$ cat config.mk
export PLATFORM = sky130hd
export DESIGN_NAME = pcd_top
export DESIGN_NICKNAME = d
export VERILOG_FILES = /design/src/shared/pcd_pkg.sv /design/src/pcd_clkdiv.sv /design/src/pcd_top.sv
export VERILOG_INCLUDE_DIRS = /design/src /design/src/shared
export SDC_FILE = /design/constraint.sdc
export NUM_CORES = 1
export LEC_CHECK = 0
export ABC_AREA = 1
export ABC_CLOCK_PERIOD_IN_PS = 2420
export CAP_MARGIN = 20
export CELL_PAD_IN_SITES_DETAIL_PLACEMENT = 1
export CELL_PAD_IN_SITES_GLOBAL_PLACEMENT = 1
export CORE_ASPECT_RATIO = 0.9
export CORE_UTILIZATION = 41
export DETAILED_ROUTE_END_ITERATION = 8
export DONT_BUFFER_PORTS = 1
export HOLD_SLACK_MARGIN = 0.08
export PLACE_DENSITY = 0.8
export SLEW_MARGIN = 20
export SYNTH_ARGS = -nofsm -noshare
export SYNTH_HDL_FRONTEND = slang
export SYNTH_SLANG_ARGS = --single-unit
$ cat constraint.sdc
create_clock -name pclk -period 2.42 [get_ports pclk]
set_input_delay 0.484 -clock pclk [delete_from_list [all_inputs] [get_ports pclk]]
set_output_delay 0.484 -clock pclk [all_outputs]
set_load 0.1 [all_outputs]
$ cat src/shared/pcd_regs.svh
// Register indices, field positions, reset values and divider codes
// for the peripheral clock divider and oscillator trim block.
// Assumes a 16-bit APB byte address whose bits 15:2 carry the index.
`ifndef PCD_REGS_SVH
`define PCD_REGS_SVH

// ********************************************************************
// Register indices (byte address is four times the index)
// ********************************************************************
`define PCD_IDX_CRY1 14'h2860
`define PCD_IDX_CRY2 14'h2861
`define PCD_IDX_DIV 14'h2D02
`define PCD_IDX_DIVSTAT 14'h2D03
`define PCD_IDX_ANSTAT 14'h286B

// ********************************************************************
// Reset values
// ********************************************************************
`define PCD_CRY1_RST 8'h00
`define PCD_CRY2_RST 8'h00
`define PCD_DIV_RST 8'h00

// ********************************************************************
// Field positions
// ********************************************************************
`define PCD_CRY1_CAP_BIT 4
`define PCD_CRY1_RES_P_BIT 2
`define PCD_CRY2_LEAK_BIT 7
`define PCD_CRY2_MON_BIT 5
`define PCD_CRY2_BIAS_BIT 4
`define PCD_CRY2_CMPB_HI 3
`define PCD_CRY2_CMPB_LO 2
`define PCD_CRY2_CMPA_HI 1
`define PCD_CRY2_CMPA_LO 0
`define PCD_ANST_OSC_BIT 7
`define PCD_ANST_CMPB_BIT 5

// ********************************************************************
// Divider codes and ratio shifts
// ********************************************************************
`define PCD_DIV_CODE_1 8'h00
`define PCD_DIV_CODE_2 8'h01
`define PCD_DIV_CODE_4 8'h02
`define PCD_DIV_CODE_8 8'h03
`define PCD_DIV_CODE_16 8'h04
`define PCD_SHIFT_1 3'h0
`define PCD_SHIFT_2 3'h1
`define PCD_SHIFT_4 3'h2
`define PCD_SHIFT_8 3'h3
`define PCD_SHIFT_16 3'h4
`define PCD_RES_N_CODE 2'h2

`endif

$ cat src/shared/pcd_pkg.sv
// Types and shared decode functions of the clock divider and trim block.
// Assumes pcd_regs.svh is on the include path.
package pcd_pkg;
  `include "pcd_regs.svh"

  // ******************************************************************
  // Types
  // ******************************************************************
  typedef enum logic [1:0] {
    PCD_IDLE = 2'b00,
    PCD_SETUP = 2'b01,
    PCD_ACCESS = 2'b11
  } pcd_apb_state_t;

  typedef enum logic {
    PCD_NEG_LOW_POWER_REFERENCE = 1'b0,
    PCD_NEG_PIN = 1'b1
  } pcd_cmp_neg_t;

  typedef enum logic {
    PCD_A_POS_PPIN = 1'b0,
    PCD_A_POS_NPIN = 1'b1
  } pcd_cmpa_pos_t;

  typedef enum logic {
    PCD_B_POS_MET_TWO = 1'b0,
    PCD_B_POS_MET_ONE = 1'b1
  } pcd_cmpb_pos_t;

  // ******************************************************************
  // Functions
  // ******************************************************************
  // Turns a divider register value into a ratio shift.
  function automatic logic [2:0] pcd_div_shift(input logic [7:0] code);
    case (code)
      `PCD_DIV_CODE_2: pcd_div_shift = `PCD_SHIFT_2;
      `PCD_DIV_CODE_4: pcd_div_shift = `PCD_SHIFT_4;
      `PCD_DIV_CODE_8: pcd_div_shift = `PCD_SHIFT_8;
      `PCD_DIV_CODE_16: pcd_div_shift = `PCD_SHIFT_16;
      default: pcd_div_shift = `PCD_SHIFT_1;
    endcase
  endfunction

  // Returns {positive uses alternate, negative uses pin} for a selector.
  function automatic logic [1:0] pcd_cmp_route(input logic [1:0] sel);
    case (sel)
      2'h0: pcd_cmp_route = 2'b00;
      2'h1: pcd_cmp_route = 2'b10;
      default: pcd_cmp_route = 2'b01;
    endcase
  endfunction
endpackage

$ cat src/pcd_clkdiv.sv
// Peripheral clock divider counter with glitch-free ratio changes.
// Assumes the requested shift is a static level from the register file.
`include "pcd_regs.svh"
module pcd_clkdiv (
  input wire logic pclk,
  input wire logic presetn,
  input wire logic [2:0] req_shift,
  output logic [2:0] act_shift,
  output logic periph_clk,
  output logic periph_tick
);
  import pcd_pkg::*;

  logic [3:0] cnt_r;
  logic [3:0] cnt_nxt;
  logic [2:0] shift_r;
  logic [2:0] shift_nxt;
  logic clk_r;
  logic clk_nxt;
  logic [3:0] limit;
  logic [3:0] limit_nxt;
  logic last;

  // ******************************************************************
  // Counter
  // ******************************************************************
  always_comb begin
    limit = 4'((5'h01 << shift_r) - 5'h01);
    last = (cnt_r == limit);
    if (last) begin
      cnt_nxt = 4'h0;
      shift_nxt = req_shift;
    end else begin
      cnt_nxt = 4'(cnt_r + 4'h1);
      shift_nxt = shift_r;
    end
    limit_nxt = 4'((5'h01 << shift_nxt) - 5'h01);
    if (shift_nxt == `PCD_SHIFT_1) begin
      clk_nxt = 1'b1;
    end else begin
      clk_nxt = (cnt_nxt <= (limit_nxt >> 1));
    end
  end

  always_ff @(posedge pclk or negedge presetn) begin
    if (!presetn) begin
      cnt_r <= 4'h0;
      shift_r <= 3'h0;
      clk_r <= 1'b1;
    end else begin
      cnt_r <= cnt_nxt;
      shift_r <= shift_nxt;
      clk_r <= clk_nxt;
    end
  end

  assign periph_tick = last;
  assign periph_clk = clk_r;
  assign act_shift = shift_r;
endmodule

$ cat src/pcd_top.sv
// APB register file for the peripheral clock divider and the crystal
// oscillator and comparator trims, with the divider itself.
// Assumes an APB master on pclk and trim outputs wired to analog blocks.
`include "pcd_regs.svh"

// ********************************************************************
// Operation
// ********************************************************************
module pcd_top (
  input wire logic pclk,
  input wire logic presetn,
  input wire logic psel,
  input wire logic penable,
  input wire logic pwrite,
  input wire logic [15:0] paddr,
  input wire logic [31:0] pwdata,
  input wire logic [3:0] pstrb,
  output logic [31:0] prdata,
  output logic pready,
  output logic pslverr,
  input wire logic osc_rc_active,
  input wire logic comp_b_out,
  input wire logic ref_leak_detected,
  output logic periph_clk,
  output logic periph_tick,
  output logic load_cap_reduce,
  output logic [2:0] osc_resistor_trim,
  output logic osc_res_p_add,
  output logic osc_res_n_add,
  output logic ref_leak_detect_en,
  output logic ref_leak_irq,
  output logic osc_monitor_en,
  output logic comp_b_bias_sel,
  output pcd_pkg::pcd_cmpb_pos_t comp_b_pos_sel,
  output pcd_pkg::pcd_cmp_neg_t comp_b_neg_sel,
  output pcd_pkg::pcd_cmpa_pos_t comp_a_pos_sel,
  output pcd_pkg::pcd_cmp_neg_t comp_a_neg_sel
);
  import pcd_pkg::*;

  // ******************************************************************
  // Declarations
  // ******************************************************************
  pcd_apb_state_t state_r;
  pcd_apb_state_t state_nxt;
  logic [7:0] cry1_r;
  logic [7:0] cry1_nxt;
  logic [7:0] cry2_r;
  logic [7:0] cry2_nxt;
  logic [7:0] div_r;
  logic [7:0] div_nxt;
  logic [31:0] prdata_r;
  logic [31:0] prdata_nxt;
  logic err_r;
  logic err_nxt;
  logic [13:0] idx;
  logic aligned;
  logic hit_cry1;
  logic hit_cry2;
  logic hit_div;
  logic hit_divstat;
  logic hit_anstat;
  logic mapped;
  logic read_only;
  logic setup_phase;
  logic wr_en;
  logic [2:0] act_shift;
  logic [1:0] route_a;
  logic [1:0] route_b;

  logic cap_r;
  logic cap_nxt;
  logic [2:0] res_r;
  logic [2:0] res_nxt;
  logic res_p_r;
  logic res_p_nxt;
  logic res_n_r;
  logic res_n_nxt;
  logic leak_en_r;
  logic leak_en_nxt;
  logic irq_r;
  logic irq_nxt;
  logic mon_r;
  logic mon_nxt;
  logic bias_r;
  logic bias_nxt;
  pcd_cmpb_pos_t b_pos_r;
  pcd_cmpb_pos_t b_pos_nxt;
  pcd_cmp_neg_t b_neg_r;
  pcd_cmp_neg_t b_neg_nxt;
  pcd_cmpa_pos_t a_pos_r;
  pcd_cmpa_pos_t a_pos_nxt;
  pcd_cmp_neg_t a_neg_r;
  pcd_cmp_neg_t a_neg_nxt;

  // ******************************************************************
  // Address decode
  // ******************************************************************
  always_comb begin
    idx = paddr[15:2];
    aligned = (paddr[1:0] == 2'h0);
    hit_cry1 = aligned && (idx == `PCD_IDX_CRY1);
    hit_cry2 = aligned && (idx == `PCD_IDX_CRY2);
    hit_div = aligned && (idx == `PCD_IDX_DIV);
    hit_divstat = aligned && (idx == `PCD_IDX_DIVSTAT);
    hit_anstat = aligned && (idx == `PCD_IDX_ANSTAT);
    mapped = hit_cry1 || hit_cry2 || hit_div || hit_divstat || hit_anstat;
    read_only = hit_divstat || hit_anstat;
  end

  // ******************************************************************
  // Bus phase tracking
  // ******************************************************************
  // Ready comes in the cycle after setup, so there are no wait states.
  always_comb begin
    setup_phase = psel && !penable;
    case (state_r)
      PCD_IDLE: state_nxt = setup_phase ? PCD_SETUP : PCD_IDLE;
      PCD_SETUP: state_nxt = (psel && penable) ? PCD_ACCESS : PCD_IDLE;
      PCD_ACCESS: state_nxt = setup_phase ? PCD_SETUP : PCD_IDLE;
      default: state_nxt = PCD_IDLE;
    endcase
  end

  always_ff @(posedge pclk or negedge presetn) begin
    if (!presetn) begin
      state_r <= PCD_IDLE;
    end else begin
      state_r <= state_nxt;
    end
  end

  // ******************************************************************
  // Read data and error, captured in the setup cycle
  // ******************************************************************
  // Writes and refused accesses return zero read data.
  always_comb begin
    prdata_nxt = prdata_r;
    err_nxt = err_r;
    if (setup_phase) begin
      err_nxt = !mapped || (pwrite && read_only);
      prdata_nxt = 32'h0000_0000;
      if (!pwrite) begin
        if (hit_cry1) begin
          prdata_nxt[7:0] = cry1_r;
        end else if (hit_cry2) begin
          prdata_nxt[7:0] = cry2_r;
        end else if (hit_div) begin
          prdata_nxt[7:0] = div_r;
        end else if (hit_divstat) begin
          prdata_nxt[2:0] = act_shift;
        end else if (hit_anstat) begin
          prdata_nxt[`PCD_ANST_OSC_BIT] = osc_rc_active;
          prdata_nxt[`PCD_ANST_CMPB_BIT] = comp_b_out;
        end
      end
    end
  end

  always_ff @(posedge pclk or negedge presetn) begin
    if (!presetn) begin
      prdata_r <= 32'h0000_0000;
      err_r <= 1'b0;
    end else begin
      prdata_r <= prdata_nxt;
      err_r <= err_nxt;
    end
  end

  assign pready = (state_r == PCD_SETUP);
  assign pslverr = (state_r == PCD_SETUP) && err_r;
  assign prdata = prdata_r;

  // ******************************************************************
  // Register writes
  // ******************************************************************
  always_comb begin
    wr_en = psel && penable && pwrite && (state_r == PCD_SETUP) &&
            !err_r && pstrb[0];
    cry1_nxt = cry1_r;
    cry2_nxt = cry2_r;
    div_nxt = div_r;
    if (wr_en && hit_cry1) begin
      cry1_nxt = pwdata[7:0];
    end
    if (wr_en && hit_cry2) begin
      cry2_nxt = pwdata[7:0];
    end
    if (wr_en && hit_div) begin
      div_nxt = pwdata[7:0];
    end
  end

  always_ff @(posedge pclk or negedge presetn) begin
    if (!presetn) begin
      cry1_r <= `PCD_CRY1_RST;
      cry2_r <= `PCD_CRY2_RST;
      div_r <= `PCD_DIV_RST;
    end else begin
      cry1_r <= cry1_nxt;
      cry2_r <= cry2_nxt;
      div_r <= div_nxt;
    end
  end

  // ******************************************************************
  // Trim outputs
  // ******************************************************************
  // Trims follow the next register value, so they move at the write edge.
  // This keeps every trim in step with the register that software reads.
  always_comb begin
    cap_nxt = cry1_nxt[`PCD_CRY1_CAP_BIT];
    res_nxt = cry1_nxt[2:0];
    res_p_nxt = cry1_nxt[`PCD_CRY1_RES_P_BIT];
    res_n_nxt = (cry1_nxt[1:0] == `PCD_RES_N_CODE);
    leak_en_nxt = cry2_nxt[`PCD_CRY2_LEAK_BIT];
    irq_nxt = leak_en_nxt && ref_leak_detected;
    mon_nxt = cry2_nxt[`PCD_CRY2_MON_BIT];
    bias_nxt = cry2_nxt[`PCD_CRY2_BIAS_BIT];
    route_b = pcd_cmp_route(cry2_nxt[`PCD_CRY2_CMPB_HI:`PCD_CRY2_CMPB_LO]);
    route_a = pcd_cmp_route(cry2_nxt[`PCD_CRY2_CMPA_HI:`PCD_CRY2_CMPA_LO]);
    b_pos_nxt = pcd_cmpb_pos_t'(route_b[1]);
    b_neg_nxt = pcd_cmp_neg_t'(route_b[0]);
    a_pos_nxt = pcd_cmpa_pos_t'(route_a[1]);
    a_neg_nxt = pcd_cmp_neg_t'(route_a[0]);
  end

  always_ff @(posedge pclk or negedge presetn) begin
    if (!presetn) begin
      cap_r <= 1'b0;
      res_r <= 3'h0;
      res_p_r <= 1'b0;
      res_n_r <= 1'b0;
      leak_en_r <= 1'b0;
      irq_r <= 1'b0;
      mon_r <= 1'b0;
      bias_r <= 1'b0;
      b_pos_r <= PCD_B_POS_MET_TWO;
      b_neg_r <= PCD_NEG_LOW_POWER_REFERENCE;
      a_pos_r <= PCD_A_POS_PPIN;
      a_neg_r <= PCD_NEG_LOW_POWER_REFERENCE;
    end else begin
      cap_r <= cap_nxt;
      res_r <= res_nxt;
      res_p_r <= res_p_nxt;
      res_n_r <= res_n_nxt;
      leak_en_r <= leak_en_nxt;
      irq_r <= irq_nxt;
      mon_r <= mon_nxt;
      bias_r <= bias_nxt;
      b_pos_r <= b_pos_nxt;
      b_neg_r <= b_neg_nxt;
      a_pos_r <= a_pos_nxt;
      a_neg_r <= a_neg_nxt;
    end
  end

  assign load_cap_reduce = cap_r;
  assign osc_resistor_trim = res_r;
  assign osc_res_p_add = res_p_r;
  assign osc_res_n_add = res_n_r;
  assign ref_leak_detect_en = leak_en_r;
  assign ref_leak_irq = irq_r;
  assign osc_monitor_en = mon_r;
  assign comp_b_bias_sel = bias_r;
  assign comp_b_pos_sel = b_pos_r;
  assign comp_b_neg_sel = b_neg_r;
  assign comp_a_pos_sel = a_pos_r;
  assign comp_a_neg_sel = a_neg_r;

  // ******************************************************************
  // Peripheral clock divider
  // ******************************************************************
  // The counter takes a new ratio only at the end of a divided period.
  pcd_clkdiv u_clkdiv (
    .pclk(pclk),
    .presetn(presetn),
    .req_shift(pcd_div_shift(div_r)),
    .act_shift(act_shift),
    .periph_clk(periph_clk),
    .periph_tick(periph_tick)
  );
endmodule

== After elaboration in Yosys (flattened, before gate mapping) ==
Cells that the tools add are included.
Word-level totals
  register bits after elaboration: 57
  output and inout bits: 50
  word-level logic and storage cells: 100
Cells by class
  add/sub/neg operators: 3
  magnitude comparators: 1
  equal/unequal tests: 15
  shifts and indexed selects: 2
  muxes and demuxes: 24
  reductions and logical operators: 32
Operators with widths (number)
  == test 14 bit (second input constant): 5
  two-way mux 8 bit: 4
  logical AND 1 bit: 17
  == test 8 x 2 -> 1 bit (second input constant): 2
  case mux 2 bit (2 select lines): 3
  case mux 3 bit (4 select lines): 1
  two-way mux 1 bit: 9
  two-way mux 3 bit: 3
  == test 8 x 1 -> 1 bit (second input constant): 1
  == test 8 x 3 -> 1 bit (second input constant): 1
  zero test 2 bit: 4
  << shifter 1 x 3 -> 4 bit (first input constant): 2
  subtractor 4 x 1 -> 4 bit (second input constant): 2
  == test 2 x 1 -> 1 bit (second input constant): 3
  logical OR 1 bit: 6
  two-way mux 5 bit: 1
  adder 4 x 1 -> 4 bit (second input constant): 1
  == test 2 bit (second input constant): 2
  == test 4 bit: 1
  <= comparator 4 x 3 -> 1 bit: 1
  two-way mux 2 bit: 2
  two-way mux 4 bit: 1
  zero test 1 bit: 3
  zero test 3 bit: 1
  OR reduction 2 bit: 1

== Logic depth before layout (Yosys ltp) ==
  depth after elaboration: 9
  depth in mapped cells: 23

== By module ==
From an unflattened synthesis, not the netlist that was laid out.
Unflattened totals
  cells, all modules: 406
  area total of the unflattened synthesis: 3108.0 um^2
By module, submodules not included
  pcd_top: instances 1, cells each 315, area each 2413.6 um^2
  pcd_clkdiv: instances 1, cells each 91, area each 694.4 um^2

== Least setup slack after synthesis ==
OpenSTA, ideal clock, no wires.
  kind: register to register
  from: reg u_clkdiv.shift_r[1], in the netlist u_clkdiv.act_shift[1]
  to: reg u_clkdiv.clk_r, in the netlist u_clkdiv.periph_clk
  setup time: 0.060 ns
  arrival time: 2.597 ns
  slack: -0.237 ns
  stages on the path, launching flop included: 22
  buffers on the path: 0
  clock period less this slack: 2.657 ns
  cell sequence: dfrtp_1 > nor2_2 > nand2_1 > ha_1 > inv_1 > nand2_1 > nand2_1 > nor2_4 > nand2_2 > nor2_4 > nand3_1 > nand2_2 > nand3_2 > ha_1 > nand4_1 > nand2_1 > ha_1 > a21oi_1 > nor2_1 > o21ai_0 > nand2_1 > nand2_1
Between the ends
  cells in the longest elaborated chain, start to end: 8
  elaborated cells between the ends (all ways): 10
RTL lines
  start: declaration: line pcd_clkdiv.sv:16  | logic [2:0] shift_r;
  start signal: assignment: line pcd_clkdiv.sv:52  | shift_r <= shift_nxt;
  << shifter 1 x 3 -> 4 bit: line pcd_clkdiv.sv:28  | limit = 4'((5'h01 << shift_r) - 5'h01);
  subtractor 4 x 1 -> 4 bit: line pcd_clkdiv.sv:28
  == test 4 bit: line pcd_clkdiv.sv:29  | last = (cnt_r == limit);
  two-way mux 3 bit: line pcd_clkdiv.sv:30  | if (last) begin
  << shifter 1 x 3 -> 4 bit: line pcd_clkdiv.sv:37  | limit_nxt = 4'((5'h01 << shift_nxt) - 5'h01);
  subtractor 4 x 1 -> 4 bit: line pcd_clkdiv.sv:37
  <= comparator 4 x 3 -> 1 bit: line pcd_clkdiv.sv:41  | clk_nxt = (cnt_nxt <= (limit_nxt >> 1));
  two-way mux 1 bit *: line pcd_clkdiv.sv:38  | if (shift_nxt == `PCD_SHIFT_1) begin
  named net u_clkdiv.clk_nxt: line pcd_clkdiv.sv:19  | logic clk_nxt;
  end signal: assignment: line pcd_clkdiv.sv:53  | clk_r <= clk_nxt;
  end: declaration: line pcd_clkdiv.sv:18  | logic clk_r;
The timed path passes the listed nets; every way through them passes the cells marked *.
A chain may end at the register's enable or synchronous reset.

== Worst setup path after layout ==
  from: reg u_clkdiv.shift_r[2], in the netlist u_clkdiv.act_shift[2]
  to: reg u_clkdiv.clk_r, in the netlist u_clkdiv.periph_clk
The elaborated chain is that of the path after synthesis.

==> metrics.csv <==
stage,metric,value,unit
routing,via count,2592,
logic_synthesis,post-synth cell types,35,
placement,Port Buffers,0,
power,Sw Share,0.470,
routing,Pre-antenna DRT Iters,4,
clock_network,clock buffer depth,2,
routing,Iter 0 DRT Violations,98,
run_status,failing checks,setup timing,
clock_network,"CTS clk-pin slew, worst paths",0.10,ns
clock_network,Worst-Skew Late Latency,0.31,ns
clock_network,# clock sinks,47,
floorplanning,starting density of the core,0.427,
logic_synthesis,"flops & latches, synth",47,
clock_network,level count of the clock H-tree,2,
global_routing,GRT Resource Usage Total,0.212,
critical_path,Critical Path End,u_clkdiv.periph_clk,
placement,placed cells,502,
floorplanning,Die Wd,92.4,um
placement,DP Area,3250,um2
power,power density cells,981,nW/um2
power,Sw Pwr,1.63,mW
layout,"Area growth, synth to finish",17.2,%
critical_path,worst path required time,2.68,ns
sta,worst-margin pin slew,0.974,ns
logic_synthesis,Synth Cell Area,3020,um2
min_path,worst hold path class,input port to register,
layout,area of the multi-input gates,1580,um2
layout,NumNets Final,491,
sta,Slew headroom,0.351,
run_status,status,finished with violations,
global_routing,largest net degree at the start of global routing,48,
critical_path,Crit path top cell by count,nand2_2,
floorplanning,Die Height,83.4,um
layout,post-route design area,3540,um2
global_routing,vias in the first global route,2706,
critical_path,max incr delay on CP,0.42,ns
logic_synthesis,Post-Syn Instances,384,
floorplanning,num rows,29,
power,Peak supply drop,0.966,mV
floorplanning,Die ar.,7710,um2
power,Leak Pwr,1.81,nW
sta,final hold viol count,0,
critical_path,Crit Path Max Fanout,3,
routing,routed vias/inst,5.01,
critical_path,CP endpoint kind,register,
sta,hold slack,0.266,ns
clock_network,CTS Buf Count,5,
logic_synthesis,"Seq/Total Area, Yosys",0.390,
routing,post-route ant nets,0,
power,internal power,1.84,mW
routing,DR WL/cell,15.2,um
sta,final clock period utilization by the worst path,1.20,
floorplanning,num ports,110,
job,Max Cap Viol,0,
logic_synthesis,Synth Area per Inst,7.86,um2
sta,Final min period,2.90,ns
layout,layout cells sized above 1,0.290,
critical_path,worst-path cell chain,nor2_4 > nand2_2 > ha_4 > inv_2 > nand2_2 > nand2_2 > nor2_4 > nand2_2 > nor2_4 > nand3_2 > nand2_4 > buf_6 > buf_4 > nand3_2 > nand2_2 > nand2_2 > ha_4 > a21oi_2 > nor2_1 > o21ai_1 > nand2_1 > nand2_1,
sta,clk_skew,0.0116,ns
routing,DRC viols,0,
logic_synthesis,Synth Warn #,0,
critical_path,Reg-to-Reg End,u_clkdiv.periph_clk,
placement,DP HPWL,5830,um
layout,FF/Latch Area,1180,um2
critical_path,Crit-path slowest cell,dfrtp_1,
sta,final setup vio count,2,
global_routing,antenna violations before repair,0,
critical_path,crit path launch type,register,
sta,final setup margin,-0.479,ns
critical_path,Worst Path Arrival,3.16,ns
sta,"Slew Viols, Final",0,
layout,Filler cells,881,
global_routing,GRT overflow,0,
critical_path,Worst R2R Path Depth,22,
critical_path,Setup Crit Path Kind,register to register,
clock_network,Root Buffer,clkbuf_8,
critical_path,FF-to-FF Start,u_clkdiv.act_shift[2],
critical_path,CP Depth,22,
sta,Peak Freq,345,MHz
power,sequential power share,0.289,
layout,ant diodes,0,
power,Gate power share,0.564,
critical_path,r2r setup slk,-0.48,ns
floorplanning,Core Area,7080,um2
power,part of the power in the clock network,0.147,
routing,final WL,7840,um
critical_path,WP buf/inv,3,
critical_path,Critical path origin,u_clkdiv.act_shift[2],
sta,RSZ-0062 raised after global routing,yes,
clock_network,CTS tree,built,
placement,GPL Wtd Cong,0.895,
critical_path,CP top delay family,simple AND/OR/NAND/NOR gates,
global_routing,first-pass GRT wire length,12800,um
layout,"Cell Count, Final, Fillers Out",517,
==> placed cells by master (no fill, tap or decap), types with 4 or more instances in the layout <==
| master | netlist | routed |
|---|---|---|
| nor2_2 | 5 | 4 |
| o21ai_0 | 6 | 5 |
| nor2_1 | 30 | 30 |
| a21oi_1 | 8 | 7 |
| nand2_1 | 82 | 76 |
| buf_4 | 27 | 34 |
| nand3_2 | 9 | 11 |
| clkbuf_8 | 0 | 5 |
| o21ai_2 | 7 | 7 |
| o21ai_1 | 14 | 15 |
| conb_1 | 1 | 24 |
| inv_1 | 47 | 44 |
| or2_0 | 4 | 4 |
| nand4_1 | 7 | 7 |
| ha_1 | 8 | 4 |
| nor2_4 | 7 | 8 |
| nand3_1 | 28 | 25 |
| o2111ai_1 | 4 | 4 |
| nand2_2 | 9 | 14 |
| dfrtp_1 | 46 | 45 |
| inv_2 | 13 | 15 |
==> through the flow <==
step                 util  worst slack (ns)  setup TNS (ns)  power [mW]
floorplan               -            -0.219          -0.219        2.15
global placement    0.459            -0.325          -0.325        2.40
detailed placement  0.459            -0.513          -0.525        2.49
CTS                 0.486            -0.416          -0.675        3.19
global route        0.500            -0.681          -0.931        3.74
finish              0.500            -0.479          -0.644        3.47
==> sequential cells by signal, indices dropped and copies added, names as in the netlist <==
register and flops:
u_clkdiv.cnt_r 4, comp_b_pos_sel 1, osc_resistor_trim 2, state_r 2
cry1_r 6, cry2_r 8, u_clkdiv.act_shift 3, comp_a_pos_sel 1
ref_leak_irq 1, prdata 8, u_clkdiv.periph_clk 1, div_r 8
err_r 1, osc_res_n_add 1
==> cell usage after synthesis <==
cell type | instances | share of area
a21oi_1 | 8 | 0.013
and2_1 | 2 | 0.0041
buf_2 | 2 | 0.0033
buf_4 | 27 | 0.067
buf_6 | 1 | 0.0037
conb_1 | 1 | 0.0012
dfrtp_1 | 46 | 0.38
dfstp_2 | 1 | 0.0087
ha_1 | 8 | 0.033
inv_1 | 47 | 0.058
inv_2 | 13 | 0.016
nand2_1 | 82 | 0.10
nand2_2 | 9 | 0.019
nand2_4 | 2 | 0.0075
nand3_1 | 28 | 0.046
nand3_2 | 9 | 0.030
nand3_4 | 1 | 0.0058
nand3b_1 | 3 | 0.0075
nand4_1 | 7 | 0.015
nand4_2 | 2 | 0.0083
nor2_1 | 30 | 0.037
nor2_2 | 5 | 0.010
nor2_4 | 7 | 0.026
nor3_2 | 2 | 0.0066
nor3b_1 | 1 | 0.0025
o2111ai_1 | 4 | 0.012
o21ai_0 | 6 | 0.010
o21ai_1 | 14 | 0.023
o21ai_2 | 7 | 0.020
o31ai_1 | 1 | 0.0025
or2_0 | 4 | 0.0083
or2_1 | 1 | 0.0021
or2_2 | 1 | 0.0021
xnor2_1 | 1 | 0.0029
xor2_1 | 1 | 0.0029
==> power by group through the flow <==
| stage | Clock [mW] | Combinational, mW | Sequential (mW) |
|---|---|---|---|
| global placement | 0 | 1.40 | 1.00 |
| detailed placement | 0 | 1.48 | 1.01 |
| finish | 0.509 | 1.96 | 1.00 |
| CTS | 0.520 | 1.68 | 0.993 |
| floorplan | 0 | 1.16 | 0.992 |
| global route | 0.551 | 2.18 | 1.01 |
==> worst min-delay path by stage <==
stage	startpoint	end	slack, ns	cells past startpoint
2_1_floorplan	presetn	comp_a_pos_sel	0.19	0
4_1_cts	ref_leak_detected	ref_leak_irq	0.25	2
3_5_place_dp	presetn	div_r[5]	0.19	0
3_3_place_gp	presetn	cry2_r[7]	0.19	0
5_1_grt	ref_leak_detected	ref_leak_irq	0.28	2
6_report	ref_leak_detected	ref_leak_irq	0.27	2
==> routing by layer <==
| layer | up-vias | track usage | part of all wire |
|---|---|---|---|
| met2 | 90 | 0.352 | 0.48 |
| met4 | 0 | 0.0866 | 0.031 |
| li1 | 1247 | - | - |
| met1 | 1229 | 0.269 | 0.44 |
| met5 | - | 0 | 0 |
| met3 | 26 | 0.0412 | 0.054 |
==> area by class of cell <==
| cell class | instances | share of cell area |
|---|---|---|
| timing repair buffer | 39 | 0.0948 |
| inverter | 60 | 0.0658 |
| clock inverter | 3 | 0.00743 |
| clock buffer | 5 | 0.0195 |
| multi-input combinational | 270 | 0.446 |
| sequential | 47 | 0.333 |
| tap | 93 | 0.0329 |
==> kinds of logic after synthesis <==
| group | count (synthesis) | synth area share |
|---|---|---|
| other | 1 | 0.00124 |
| flip-flops | 47 | 0.390 |
| adder cells (fa/ha/maj) | 8 | 0.0332 |
| buffers and inverters | 90 | 0.149 |
| AND/OR/NAND/NOR | 196 | 0.340 |
| XOR/XNOR | 2 | 0.00581 |
| AO/OA/AOI/OAI | 40 | 0.0808 |
==> timing repair <==
| action | in CTS | in global routing |
|---|---|---|
| endpoints found under the setup margin | 2 | 2 |
| hold endpoints to repair | 47 | 0 |
| hold buffers | 2 | 0 |
| buffers inserted | 3 | 2 |
| resized for setup | 7 | 19 |
| pin swaps | 10 | 21 |
| cloned | 0 | 0 |
Note: power is estimated with default switching activity, not from simulation.
